--- src/rtl/twf_consts.svh ---
// Offsets, field widths and length limits of the frame-field sequencer
`ifndef TWF_CONSTS_SVH
`define TWF_CONSTS_SVH

`define TWF_OFS_CFG   3'h0
`define TWF_OFS_MCMD  3'h1
`define TWF_OFS_TXD   3'h2
`define TWF_OFS_RXD   3'h3
`define TWF_OFS_STAT  3'h4
`define TWF_OFS_NONE  3'h7

`define TWF_SADR_W    4'hC
`define TWF_CTRL_W    4'h4
`define TWF_BYTE_W    4'h8
`define TWF_ADR_ALL   12'hFFF
`define TWF_MAX_M0    8'h10
`define TWF_MAX_M1    8'h20
`define TWF_MAX_M2    8'h80
`define TWF_LEN_256   9'h100
`define TWF_SLV_LEN   8'h01

`endif

--- src/rtl/twf_pkg.sv ---
// Types of the frame-field sequencer
package twf_pkg;

    typedef enum logic [2:0] {FLD_IDLE, FLD_SADR, FLD_CTRL, FLD_LEN, FLD_DATA} twf_field_e;

    typedef struct packed {
        twf_field_e  fld;
        logic [3:0]  cnt;
        logic [11:0] sh;
        logic        par;
        logic        keep;
        logic        master;
        logic        multi;
        logic        mpar_ok;
        logic [11:0] peer;
        logic [3:0]  ctrl;
        logic [8:0]  left;
        logic [7:0]  nfr;
        logic        tx_bit;
        logic [11:0] own;
        logic [1:0]  mode;
        logic        tx_en;
        logic [11:0] sadr;
        logic [3:0]  mctrl;
        logic [7:0]  mlen;
        logic        mnorm;
        logic        go;
        logic [7:0]  txd;
        logic        tx_full;
        logic [7:0]  rxd;
        logic        rx_full;
        logic        locked;
        logic [11:0] lock_adr;
        logic        done;
        logic        abort;
        logic        dph_wr;
        logic [2:0]  dph_idx;
        logic [31:0] rdata;
    } twf_state_s;

endpackage : twf_pkg

--- src/rtl/twf_frame.sv ---
// Frame-field sequencer: slave address tail, control, length and data fields
`timescale 1ns/1ps
`default_nettype none
`include "twf_consts.svh"

module twf_frame #(
    parameter logic [1:0] MODE_SUP = 2'b10
) (
    input  wire logic        core_clk_i,
    input  wire logic        srst_i,
    input  wire logic        hsel_i,
    input  wire logic [7:0]  haddr_i,
    input  wire logic [1:0]  htrans_i,
    input  wire logic        hwrite_i,
    input  wire logic [2:0]  hsize_i,
    input  wire logic        hready_i,
    input  wire logic [31:0] hwdata_i,
    output logic      [31:0] hrdata_o,
    output logic             hreadyout_o,
    output logic             hresp_o,
    input  wire logic        frame_start_i,
    input  wire logic        is_master_i,
    input  wire logic        multi_bit_i,
    input  wire logic [11:0] maddr_i,
    input  wire logic        maddr_par_ok_i,
    input  wire logic        slot_i,
    input  wire logic        rx_bit_i,
    input  wire logic        timing_err_i,
    output logic             tx_bit_o,
    output logic             lead_o,
    output logic             master_req_o,
    output logic             multi_bit_o,
    output logic      [11:0] own_addr_o
);
    import twf_pkg::*;

    twf_state_s  s;
    twf_state_s  next_s;
    logic [3:0]  w;
    logic        xmit;
    logic        par_ok;
    logic        accept;
    logic        proceed;
    logic        good;
    logic        last;
    logic        nx_xmit;
    logic        take;
    logic        ev;
    logic [11:0] ld;
    logic [8:0]  left_n;
    logic [7:0]  nfr_n;

    // ==========================================================
    // Helpers
    function automatic logic [3:0] fld_width(input twf_field_e f);
        case (f)
            FLD_SADR: fld_width = `TWF_SADR_W;
            FLD_CTRL: fld_width = `TWF_CTRL_W;
            default:  fld_width = `TWF_BYTE_W;
        endcase
    endfunction : fld_width

    function automatic logic [7:0] max_bytes(input logic [1:0] m);
        case (m)
            2'h0:    max_bytes = `TWF_MAX_M0;
            2'h1:    max_bytes = `TWF_MAX_M1;
            default: max_bytes = `TWF_MAX_M2;
        endcase
    endfunction : max_bytes

    function automatic logic is_lock_cmd(input logic [3:0] c);
        is_lock_cmd = (c == 4'h3) || (c == 4'hA) || (c == 4'hB);
    endfunction : is_lock_cmd

    // Control code check on the slave side
    function automatic logic ctrl_ok(input logic [3:0] c, input twf_state_s st);
        logic undef;
        logic guarded;
        undef   = (c == 4'h1) || (c == 4'h2) || (c == 4'h8) || (c == 4'h9) || (c == 4'hC) || (c == 4'hD);
        guarded = is_lock_cmd(c) || (c == 4'h6) || (c == 4'h7) || (c == 4'hE) || (c == 4'hF);
        ctrl_ok = !undef
                  && !(c[3] && st.rx_full)
                  && !(((c == 4'h3) || (c == 4'h7)) && !st.tx_full)
                  && !(st.locked && (st.peer != st.lock_adr) && guarded)
                  && !((c == 4'h4) && !st.locked)
                  && !(st.multi && !c[3]);
    endfunction : ctrl_ok

    // Byte a slave returns for a read code
    function automatic logic [7:0] slave_byte(input logic [3:0] c, input twf_state_s st);
        case (c)
            4'h0, 4'h6: slave_byte = {MODE_SUP, 1'b0, st.tx_en, 1'b0, st.locked, st.rx_full, st.tx_full};
            4'h4:       slave_byte = st.lock_adr[7:0];
            4'h5:       slave_byte = {4'h0, st.lock_adr[11:8]};
            default:    slave_byte = st.txd;
        endcase
    endfunction : slave_byte

    // ==========================================================
    // Next state
    always_comb begin
        next_s = s;
        w      = fld_width(s.fld);
        xmit   = ((s.fld == FLD_SADR) || (s.fld == FLD_CTRL)) ? s.master : (s.master == s.ctrl[3]);
        par_ok = ~(s.par ^ rx_bit_i);
        case (s.fld)
            FLD_SADR: accept = par_ok && s.mpar_ok
                               && (s.multi ? ((s.sh == `TWF_ADR_ALL)
                                              || (s.sh[11:8] == s.own[11:8]))
                                           : (s.sh == s.own));
            FLD_CTRL: accept = par_ok && ctrl_ok(s.sh[3:0], s);
            FLD_LEN:  accept = par_ok;
            FLD_DATA: accept = par_ok && !s.rx_full;
            default:  accept = 1'b0;
        endcase
        proceed = xmit ? (s.multi || !rx_bit_i) : s.keep;
        good    = proceed;
        left_n  = good ? s.left - 9'h001 : s.left;
        nfr_n   = s.nfr + 8'h01;
        last    = (left_n == 9'h000) || (nfr_n == max_bytes(s.mode));
        nx_xmit = 1'b0;
        ld      = 12'h000;
        take    = hsel_i && htrans_i[1] && hready_i;
        ev      = slot_i && !timing_err_i && !frame_start_i;

        // Address phase: reads and their side effects
        if (take) begin
            next_s.dph_wr  = hwrite_i;
            next_s.dph_idx = (haddr_i[7:5] == 3'h0) ? haddr_i[4:2] : `TWF_OFS_NONE;
            next_s.rdata   = 32'h0000_0000;
            if (!hwrite_i) begin
                case ((haddr_i[7:5] == 3'h0) ? haddr_i[4:2] : `TWF_OFS_NONE)
                    `TWF_OFS_CFG:  next_s.rdata = {17'h0_0000, s.tx_en, s.mode, s.own};
                    `TWF_OFS_MCMD: next_s.rdata = {6'h00, s.go, s.mnorm, s.mlen, s.mctrl, s.sadr};
                    `TWF_OFS_TXD:  next_s.rdata = {24'h00_0000, s.txd};
                    `TWF_OFS_RXD: begin
                        next_s.rdata   = {24'h00_0000, s.rxd};
                        next_s.rx_full = 1'b0;
                    end
                    `TWF_OFS_STAT: begin
                        next_s.rdata = {13'h0000, s.go, s.left, s.abort, s.done, s.rx_full,
                                        s.tx_full, s.locked, s.master, s.fld};
                        next_s.done  = 1'b0;
                        next_s.abort = 1'b0;
                    end
                    default:       next_s.rdata = 32'h0000_0000;
                endcase
            end
        end else begin
            next_s.dph_wr  = 1'b0;
            next_s.dph_idx = `TWF_OFS_NONE;
        end

        // Field sequencing; hardware sets below win over read clears above
        if (frame_start_i) begin
            next_s.fld     = FLD_SADR;
            next_s.cnt     = 4'h0;
            next_s.par     = 1'b0;
            next_s.keep    = 1'b0;
            next_s.master  = is_master_i;
            next_s.multi   = !multi_bit_i;
            next_s.mpar_ok = maddr_par_ok_i;
            next_s.peer    = maddr_i;
            next_s.sh      = is_master_i ? s.sadr : 12'h000;
            next_s.tx_bit  = is_master_i ? s.sadr[11] : 1'b1;
            if (is_master_i) begin
                next_s.go = 1'b0;
            end
        end else if (timing_err_i && (s.fld != FLD_IDLE)) begin
            next_s.fld    = FLD_IDLE;
            next_s.tx_bit = 1'b1;
            next_s.abort  = 1'b1;
        end else if (slot_i && (s.fld != FLD_IDLE)) begin
            next_s.tx_bit = 1'b1;
            next_s.cnt    = s.cnt + 4'h1;
            if (s.cnt < w) begin
                next_s.sh  = {s.sh[10:0], rx_bit_i};
                next_s.par = s.par ^ rx_bit_i;
                if (xmit) begin
                    next_s.tx_bit = (s.cnt == w - 4'h1) ? (s.par ^ rx_bit_i) : s.sh[10];
                end
            end else if (s.cnt == w) begin
                next_s.keep = xmit || accept;
                if (!xmit && !s.multi && accept) begin
                    next_s.tx_bit = 1'b0;
                end
                if ((s.fld == FLD_DATA) && !xmit && accept) begin
                    next_s.rxd     = s.sh[7:0];
                    next_s.rx_full = 1'b1;
                end
            end else begin
                next_s.cnt = 4'h0;
                next_s.par = 1'b0;
                if (s.fld == FLD_SADR) begin
                    if (!proceed) begin
                        next_s.fld   = FLD_IDLE;
                        next_s.abort = 1'b1;
                    end else begin
                        next_s.fld = FLD_CTRL;
                        nx_xmit    = s.master;
                        ld         = {s.mctrl, 8'h00};
                    end
                end else if (s.fld == FLD_CTRL) begin
                    next_s.ctrl = s.sh[3:0];
                    if (!proceed) begin
                        next_s.fld   = FLD_IDLE;
                        next_s.abort = 1'b1;
                    end else begin
                        next_s.fld = FLD_LEN;
                        nx_xmit    = s.master == s.sh[3];
                        ld         = {s.master ? s.mlen : `TWF_SLV_LEN, 4'h0};
                    end
                end else if (s.fld == FLD_LEN) begin
                    if (!proceed) begin
                        next_s.fld   = FLD_IDLE;
                        next_s.abort = 1'b1;
                    end else begin
                        next_s.fld  = FLD_DATA;
                        next_s.left = (s.sh[7:0] == 8'h00) ? `TWF_LEN_256 : {1'b0, s.sh[7:0]};
                        next_s.nfr  = 8'h00;
                        nx_xmit     = xmit;
                        ld          = {s.master ? s.txd : slave_byte(s.ctrl, s), 4'h0};
                    end
                end else begin
                    next_s.left = left_n;
                    next_s.nfr  = nfr_n;
                    if (good && xmit && (s.master || (s.ctrl == 4'h3) || (s.ctrl == 4'h7))) begin
                        next_s.tx_full = 1'b0;
                    end
                    if (last) begin
                        next_s.fld  = FLD_IDLE;
                        next_s.done = next_s.done || (left_n == 9'h000);
                        if (s.master && (left_n != 9'h000)) begin
                            next_s.mlen = left_n[7:0];
                            next_s.go   = 1'b1;
                        end
                        if (!s.master && !s.multi) begin
                            if ((left_n == 9'h000) && (is_lock_cmd(s.ctrl) || (s.ctrl == 4'h6))) begin
                                next_s.locked = 1'b0;
                            end else if (is_lock_cmd(s.ctrl)) begin
                                next_s.locked   = 1'b1;
                                next_s.lock_adr = s.peer;
                            end
                        end
                    end else begin
                        nx_xmit = xmit;
                        ld      = {s.master ? s.txd : slave_byte(s.ctrl, s), 4'h0};
                    end
                end
                if (nx_xmit) begin
                    next_s.sh     = ld;
                    next_s.tx_bit = ld[11];
                end else begin
                    next_s.sh = 12'h000;
                end
            end
        end

        // Data phase: writes; software sets win over hardware clears
        if (s.dph_wr) begin
            case (s.dph_idx)
                `TWF_OFS_CFG: begin
                    next_s.own   = hwdata_i[11:0];
                    next_s.mode  = hwdata_i[13:12];
                    next_s.tx_en = hwdata_i[14];
                end
                `TWF_OFS_MCMD: begin
                    next_s.sadr  = hwdata_i[11:0];
                    next_s.mctrl = hwdata_i[15:12];
                    next_s.mlen  = hwdata_i[23:16];
                    next_s.mnorm = hwdata_i[24];
                    next_s.go    = hwdata_i[25];
                end
                `TWF_OFS_TXD: begin
                    next_s.txd     = hwdata_i[7:0];
                    next_s.tx_full = 1'b1;
                end
                default: next_s.go = next_s.go;
            endcase
        end
    end

    always_ff @(posedge core_clk_i) begin
        if (srst_i) begin
            s        <= '0;
            s.tx_bit <= 1'b1;
            s.mnorm  <= 1'b1;
            s.dph_idx <= `TWF_OFS_NONE;
        end else begin
            s <= next_s;
        end
    end

    // ==========================================================
    // Outputs
    assign hrdata_o     = s.rdata;
    assign hreadyout_o  = 1'b1;
    assign hresp_o      = 1'b0;
    assign tx_bit_o     = s.tx_bit;
    assign lead_o       = s.master && (s.fld != FLD_IDLE);
    assign master_req_o = s.go;
    assign multi_bit_o  = s.mnorm;
    assign own_addr_o   = s.own;
endmodule : twf_frame

`default_nettype wire

--- config.mk ---
export PLATFORM = sky130hd
export DESIGN_NAME = twf_frame
export DESIGN_NICKNAME = d
export VERILOG_FILES = /design/src/rtl/twf_pkg.sv /design/src/rtl/twf_frame.sv
export VERILOG_INCLUDE_DIRS = /design/src /design/src/rtl
export SDC_FILE = /design/constraint.sdc
export NUM_CORES = 1
export LEC_CHECK = 0
export ABC_AREA = 1
export BUFFER_PORTS_ARGS = -buffer_cell sky130_fd_sc_hd__buf_2
export CAP_MARGIN = 10
export CORE_ASPECT_RATIO = 0.8
export CORE_MARGIN = 5
export CORE_UTILIZATION = 40
export DETAILED_ROUTE_END_ITERATION = 8
export GPL_TIMING_DRIVEN = 1
export PLACE_DENSITY = 0.65
export REMOVE_ABC_BUFFERS = 1
export SYNTH_ARGS = -nofsm -noshare
export SYNTH_HDL_FRONTEND = slang
export SYNTH_SLANG_ARGS = --single-unit
--- constraint.sdc ---
create_clock -name core_clk_i -period 3.27 [get_ports core_clk_i]
set_clock_uncertainty 0.05 [all_clocks]
set_input_delay 0.654 -clock core_clk_i [delete_from_list [all_inputs] [get_ports core_clk_i]]
set_output_delay 0.654 -clock core_clk_i [all_outputs]
set_load 0.02 [all_outputs]
# Yosys cells after proc, flatten, opt, wreduce, memory -nomap -nowiden

Index checks and enable logic that the tools add are counted.

Add/subtract/negate cells: 4
Order comparisons: 1
Equal/unequal tests: 47
Muxes and demuxes: 119
Bitwise gates (word level): 11
Reduce and logical (&&, ||, !) cells: 99

Operator list:

| kind                                                                   | count |
|---|---|
| 26-bit one-hot mux with 5 select lines                                 | 1 |
| 12-bit two-way mux                                                     | 10 |
| 8-bit two-way mux                                                      | 12 |
| 25-bit two-way mux                                                     | 3 |
| 19-bit two-way mux                                                     | 3 |
| 14-bit two-way mux                                                     | 4 |
| 1-bit two-way mux                                                      | 54 |
| 9-bit two-way mux                                                      | 6 |
| 4-bit equality test (second input constant)                            | 10 |
| 13-bit two-way mux                                                     | 3 |
| 18-bit two-way mux                                                     | 2 |
| 17-bit two-way mux                                                     | 2 |
| 32-bit two-way mux                                                     | 1 |
| 1-bit logical AND                                                      | 29 |
| 4-bit by 3-bit equality test with 1-bit output (second input constant) | 7 |
| 24-bit two-way mux                                                     | 1 |
| 8-bit one-hot mux with 3 select lines                                  | 1 |
| 1-bit logical OR                                                       | 23 |
| 3-bit two-way mux                                                      | 6 |
| 8-bit one-hot mux with 2 select lines                                  | 1 |
| 3-bit by 2-bit equality test with 1-bit output (second input constant) | 5 |
| 1-bit logical NOT                                                      | 15 |
| 15-bit two-way mux                                                     | 1 |
| 12-bit equality test                                                   | 1 |
| other kinds (43)                                                       | 80 |

Register bits: 168
Bits of input ports: 69
Word-level logic and storage cells: 314

# Longest topological paths before layout

Gate-level depths: netlist (run 1).

Depth after elaboration: 23
Gate-level depth with buffers: 21
Gate-level depth less buffers: 21

# Worst setup path after synthesis (run 1)

No wires, ideal clock.

Path kind: reg2reg
From: reg s[165] (netlist bit)
To: reg s[122] (netlist bit)
Library setup time: 0.095 ns
Arrival time: 2.425 ns
Data required time: 3.125 ns
Setup slack: 0.700 ns
Cell stages (with the launch flop): 17
Cells stage by stage: dfxtp_1 -> inv_1 -> nand3_4 -> inv_1 -> ha_1 -> a21oi_1 -> inv_1 -> nand2_1 -> nor2_1 -> inv_1 -> nor2_1 -> inv_1 -> nor2_1 -> nand2_1 -> clkbuf_1 -> a21oi_1 -> a221oi_1

Word-level cells in the longest chain between the ends: 6
Elaborated cells between the ends (all ways): 21
Those cells by class: 1 x order compare; 5 x eq/ne; 5 x mux; 5 x bitwise; 5 x reduce/logical

RTL lines:

| what                                                               | RTL line         | RTL |
|---|---|---|
| start, declared                                                    | twf_frame.sv:37  | `twf_state_s s;` |
| start signal, assigned                                             | twf_frame.sv:290 | `s <= next_s;` |
| branches (longest 6 deep; another with 4-bit less-than comparator) | -                |  |

Parallel ways; which one is timed is not known.
A chain may end at the register's enable or synchronous reset.

# Worst setup path in the final report (run 1)

From: reg s[165] (netlist bit)
To: reg s, in the netlist tx_bit_o

Word-level cells in the longest chain between the ends: 22
Elaborated cells between the ends (all ways): 51
Those cells by class: 1 x add/sub; 1 x order compare; 6 x eq/ne; 33 x mux; 10 x reduce/logical

RTL lines:

| what                                                                                                             | RTL line         | RTL |
|---|---|---|
| 3-bit by 1-bit equality test with 1-bit output or 3-bit by 2-bit equality test with 1-bit output (tied branches) | -                |  |
| 1-bit logical OR                                                                                                 | twf_frame.sv:104 | `xmit = ((s.fld == FLD_SADR) \|\| (s.fld == FLD_CTRL)) ? s.master : (s.master == s.ctrl[3]);` |
| 1-bit two-way mux                                                                                                | twf_frame.sv:104 |  |
| 1-bit two-way mux                                                                                                | twf_frame.sv:116 | `proceed = xmit ? (s.multi \|\| !rx_bit_i) : s.keep;` |
| 9-bit two-way mux                                                                                                | twf_frame.sv:118 | `left_n = good ? s.left - 9'h001 : s.left;` |
| 9-bit logical NOT                                                                                                | twf_frame.sv:120 | `last = (left_n == 9'h000) \|\| (nfr_n == max_bytes(s.mode));` |
| 1-bit logical OR                                                                                                 | twf_frame.sv:120 |  |
| 1-bit two-way mux                                                                                                | twf_frame.sv:230 | `if (last) begin` |
| [... 6 more ...]                                                                                                 | -                |  |
| 1-bit two-way mux                                                                                                | twf_frame.sv:169 | `end else if (timing_err_i && (s.fld != FLD_IDLE)) begin` |
| 1-bit two-way mux                                                                                                | twf_frame.sv:155 | `if (frame_start_i) begin` |
| 1-bit two-way mux                                                                                                | twf_frame.sv:250 | `if (nx_xmit) begin` |
| 1-bit two-way mux                                                                                                | twf_frame.sv:182 | `end else if (s.cnt == w) begin` |
| 1-bit two-way mux                                                                                                | twf_frame.sv:176 | `if (s.cnt < w) begin` |
| 1-bit two-way mux                                                                                                | twf_frame.sv:173 | `end else if (slot_i && (s.fld != FLD_IDLE)) begin` |
| 1-bit two-way mux                                                                                                | twf_frame.sv:169 |  |
| 1-bit two-way mux                                                                                                | twf_frame.sv:155 |  |

Parallel ways exist; a longest one is shown, timed or not. The select of a mux whose other input is x is not followed.

==> results of run 1 <==
-- cell type report --
cell class	count	area (µm²)
fill	2204	11500
clock inverter	13	171
clock buffer	19	433
tap	275	344
inverter	164	616
multi-input combinational	830	4270
sequential	162	3240
timing repair buffer	138	816
-- final timing paths --
| path | from | endpoint | slack (ns) | cells past startpoint |
|---|---|---|---|---|
| min | multi_bit_i | s[145] | 0.35 | 2 |
| max reg2reg | s[165] | tx_bit_o | 0.28 | 18 |
| min reg2reg | hrdata_o[6] | hrdata_o[6] | 0.41 | 2 |
| max | s[165] | tx_bit_o | 0.28 | 18 |
-- metrics by stage --
step	instances	area (µm²)
after global placement	1569	9290
after CTS	1601	9890
after floorplan	1156	8130
final	1601	9890
after detailed placement	1569	9290
after global routing	1601	9890
-- sequential cells by signal, indices dropped and copies added (netlist names) --
signal        flops
s               121
hrdata_o         26
own_addr_o       12
master_req_o      1
multi_bit_o       1
tx_bit_o          1
-- layout by cell type, fill, tap and decap left out, drive strengths merged, types with 8 or more instances in the layout --
cell / count
a211oi: 12
a21oi: 140
a221oi: 15
buf: 138
clkbuf: 19
conb: 8
dfxtp: 162
inv: 167
nand2: 212
nand3: 78
nand4: 13
nor2: 113
nor3: 11
o21ai: 125
o221ai: 12
o22ai: 26
or2: 8
xnor2: 13
xor2: 14
-- cell usage after synthesis, types with 8 or more instances --
master,count
or2_2,8
o221ai_1,12
nor2_1,109
nand2_1,206
a21oi_1,130
a21oi_2,10
xor2_1,14
nand3_1,73
buf_4,47
o21ai_0,108
o22ai_1,26
xnor2_1,13
clkbuf_1,44
nor3_1,11
a211oi_1,12
inv_1,157
a221oi_1,15
nand4_1,13
o21ai_1,17
dfxtp_1,162
-- power by group --
part | internal [µW] | switching (µW) | leakage (µW)
logic | 113 | 241 | 0.00248
registers | 1990 | 25.0 | 0.00131
clock network | 1220 | 892 | 0.000295
-- metal layers --
layer	wire length [µm]	vias up	global-route usage, %
met5	0	-	0
li1	-	4225	-
met4	381	0	6.03
met1	13000	3924	32.5
met2	11600	378	32.9
met3	2500	29	4.16
-- logic make-up (layout without fill, tap and decap cells) --
family / count (synthesis) / in the layout / synth area share, %
fa+ha+maj: 6 / 6 / 0.866
compound gates: 346 / 346 / 22.7
simple gates: 443 / 443 / 22.6
flops: 162 / 162 / 37.4
xor+xnor: 27 / 27 / 2.73
buf+inv: 261 / 334 / 13.5
other cells: 2 / 8 / 0.0867
==> impl_metrics.toml, run 1 <==
[global_route]
grt_pass1_wl_um = 43700
grt_max_degree = 64
antenna_found_initial = 0
grt_usage_pct = 22.0
overflow = 0
grt_pass1_vias = 7943

[setup_path]
crit_buf_inv = 0
crit_family = "simple AND/OR/NAND/NOR gates"
path_cells = "nand3_2 -> nand3_1 -> nand3_2 -> nand2_4 -> nor2_1 -> nand2_1 -> nand2_1 -> nor2_1 -> nand3_4 -> nand2_2 -> nand2_2 -> nand2_1 -> nand2_1 -> nand2_1 -> nand3_1 -> nand2_1 -> nand2_1 -> nand2_1"
critPathKind = "register to register"
cp.arrival_ns = 3.31
crit_path_max_fanout = 15
cp_slowest_cell = "dfxtp_1"
startpoint_type = "register"
crit_path_end_kind = "register"
required_ns = 3.59
cpPeakStageDelay_ns = 0.50
path_common_cell = "nand2_1"

[floorplanning]
dieWidth_um = 175
io_pins = 119
die_h_um = 142
start_util_pct = 40.4
rows = 48
core-area_um2 = 21400
fp.dieArea_um2 = 24700

[power_and_ir_drop]
leakagePower_uw = 0.00408
p_total_uw = 4480
cellPowerDensity_nw_per_um2 = 453
ir_worst_vdd_uv = 325

[run_status]
status = "finished clean"

[detailed_routing]
drtPass1Iterations = 5
ant_nets = 0
num_vias = 8556
drcViolationCount = 0
drt_iter0_drc = 986
routed_via_density = 5.34
finalWirelength_um = 27500
wl_per_cell_um = 17.2

[logic_synthesis]
yosysTopAreaCellShare_pct = 37.4
yosys-top-cells-area = "dfxtp_1, nand2_1, a21oi_1, inv_1, o21ai_0"
synthFlopType = "dfxtp_1"
syn-cell-area_um2 = 8660
synth_top_cell_by_area = "dfxtp_1"
ys_types = 46
syn_avg_cell_area_um2 = 6.95
ys_seq_area_share_pct = 37.4
synth_warnings = 0
synth_seq_cells = 162
synth_edf_count = 0
async_flop_share_pct = 0
synth_cells = 1247

[place]
gp_congestion = 0.965
place_ws_ns = 0.260
dpl.hpwl_um = 20200
port_buffers = 98

[finish]
drive_gt1_share_pct = 15.5
antenna_cells = 0
post-route-util_pct = 46.1
syn2layout_area_growth_pct = 14.2
nNetsFinal = 1388

[clock_network]
hold_buffers = 0
cts_root_buffer = "clkbuf_16"
clk_pin_slew_ns = 0.06
clk_latency_ns = 0.43
cts-buffers-inserted = 17
postCtsSetupRepairBufs = 0
clk_path_buf_depth = 2
cts.sinks = 162
cts_htree_levels = 4
cts_tree = "done"
ctsResizeCount = 0

[sta]
whs_ns = 0.350
worst_pin_slew_ns = 0.963
fin_setup_tns_ns = 0
post-route-period-util_pct = 91.4
slew_viol_final = 0
fmax_mhz = 334
fin_ws_ns = 0.280
finalHoldViolCount = 0
slew_headroom_pct = 35.7
period_minus_slack_ns = 2.99
finalSetupViolCount = 0
rsz0062_at_grt = "false"

[worst_hold_path]
hold_class = "input pin to register"

[run]
drv_cap = 0
Note: power is estimated with default switching activity, not from simulation.
==> run 2, diff against run 1 <==
- CTS_BUF_LIST: default -> sky130_fd_sc_hd__clkbuf_4 sky130_fd_sc_hd__clkbuf_8 sky130_fd_sc_hd__clkbuf_16
==> impl_metrics.toml, run 2 (synthesis gave the netlist of run 1 again) <==
[worst_hold_path]
hold_class = "input pin to register"

[finish]
fillers = 2205
nNetsFinal = 1388
antenna_cells = 0
syn2layout_area_growth_pct = 14.3
post-route-util_pct = 46.2
regMostFlops = "s"
regArea_um2 = 3240
multi_input_area_um2 = 4270
largest_reg_flops = 121
layout_common_cells = "nand2_1, dfxtp_1, inv_1"
final_common_cell = "nand2_1"
drive_gt1_share_pct = 15.8

[detailed_routing]
num_vias = 8541
drcViolationCount = 0
wl_per_cell_um = 17.2
drt_iter0_drc = 895
finalWirelength_um = 27500
routed_via_density = 5.33
ant_nets = 0
drtPass1Iterations = 5

[sta]
finalSetupViolCount = 0
fmax_mhz = 348
fin_setup_tns_ns = 0
rsz0062_at_grt = "false"
finalHoldViolCount = 0
period_minus_slack_ns = 2.88
slew_viol_final = 0
slew_headroom_pct = 34.3
whs_ns = 0.347
worst_pin_slew_ns = 0.983
post-route-period-util_pct = 88.0

[setup_path]
path_cells = "inv_1 -> nand3_2 -> nand3_1 -> nand3_2 -> nand2_4 -> nor2_1 -> nand2_1 -> nand2_1 -> nor2_1 -> nand3_4 -> nand2_2 -> nand2_2 -> nand2_1 -> nand2_1 -> nand2_1 -> nand2_1 -> nand2_1 -> a21oi_1"
path_common_cell = "nand2_1"
crit_buf_inv = 1
cpPeakStageDelay_ns = 0.34
cp_slowest_cell = "dfxtp_1"
cp.arrival_ns = 3.15
crit_path_end_kind = "register"
r2r_slack_ns = 0.39
startpoint_type = "register"
crit_path_max_fanout = 15
required_ns = 3.54
crit_family = "simple AND/OR/NAND/NOR gates"
critPathKind = "register to register"

[clock_network]
cts_htree_levels = 4
postCtsSetupRepairBufs = 0
cts_tree = "done"
clk_pin_slew_ns = 0.07
cts_root_buffer = "clkbuf_16"
cts-buffers-inserted = 17
cts.sinks = 162
clk_path_buf_depth = 2
clk_latency_ns = 0.43

[floorplanning]
core-area_um2 = 21400
rows = 48
io_pins = 119
die_h_um = 142
dieWidth_um = 175
start_util_pct = 40.4
fp.dieArea_um2 = 24700

[place]
dpl.hpwl_um = 20200
gp_congestion = 0.965
port_buffers = 98

[run_status]
status = "finished clean"

[power_and_ir_drop]
p_total_uw = 4500
cellPowerDensity_nw_per_um2 = 454
leakagePower_uw = 0.00409
ir_worst_vdd_uv = 327

[global_route]
overflow = 0
grt_pass1_wl_um = 43600
grt_usage_pct = 22.0
antenna_found_initial = 0
grt_pass1_vias = 7951
grt_max_degree = 64

[run]
drv_cap = 0
## run 2: power breakdown
| part | leakage (µW) | internal, µW | total, µW | switching (µW) |
|---|---|---|---|---|
| Combinational | 0.00248 | 113 | 354 | 241 |
| Clock | 0.000302 | 1240 | 2130 | 892 |
| Sequential | 0.00131 | 1990 | 2020 | 25.1 |
## run 2: cell type report
| cell class | instances | share of cell area (%) |
|---|---|---|
| Inverter | 164 | 6.22 |
| Clock inverter | 13 | 1.73 |
| Clock buffer | 19 | 4.45 |
| Tap cell | 275 | 3.47 |
| Timing Repair Buffer | 138 | 8.24 |
| Sequential cell | 162 | 32.8 |
| Multi-Input combinational cell | 830 | 43.1 |
## run 2: per-layer routing
layer  global-route usage (%)  part of all wire (%)
met1                     32.5                    48
met2                     32.8                    42
met3                     4.16                   8.8
met4                     6.03                   1.6
met5                        0                     0
## run 2: through the flow
step                      instance area [µm²]  std cells  setup WS [ns]
final                                    9900       1601          0.393
after global routing                     9900       1601         0.0776
after CTS                                9900       1601          0.344
after detailed placement                 9290       1569          0.260
after global placement                   9290       1569          0.291
after floorplan                          8130       1156          0.349
## run 2: path summary, 6_finish.rpt
path / startpoint / end / depth (start not counted)
worst min register to register: hrdata_o[6] / hrdata_o[6] / 2
worst min-delay path: multi_bit_i / s[145] / 2
worst max register to register: s[166] / s[157] / 18
worst max-delay path: s[166] / s[157] / 18
## run 2: repair_timing
item | in CTS | in global routing
hold buffers | 0 | 0
gates resized for setup | 0 | 1
endpoints found under the setup margin | 0 | 1
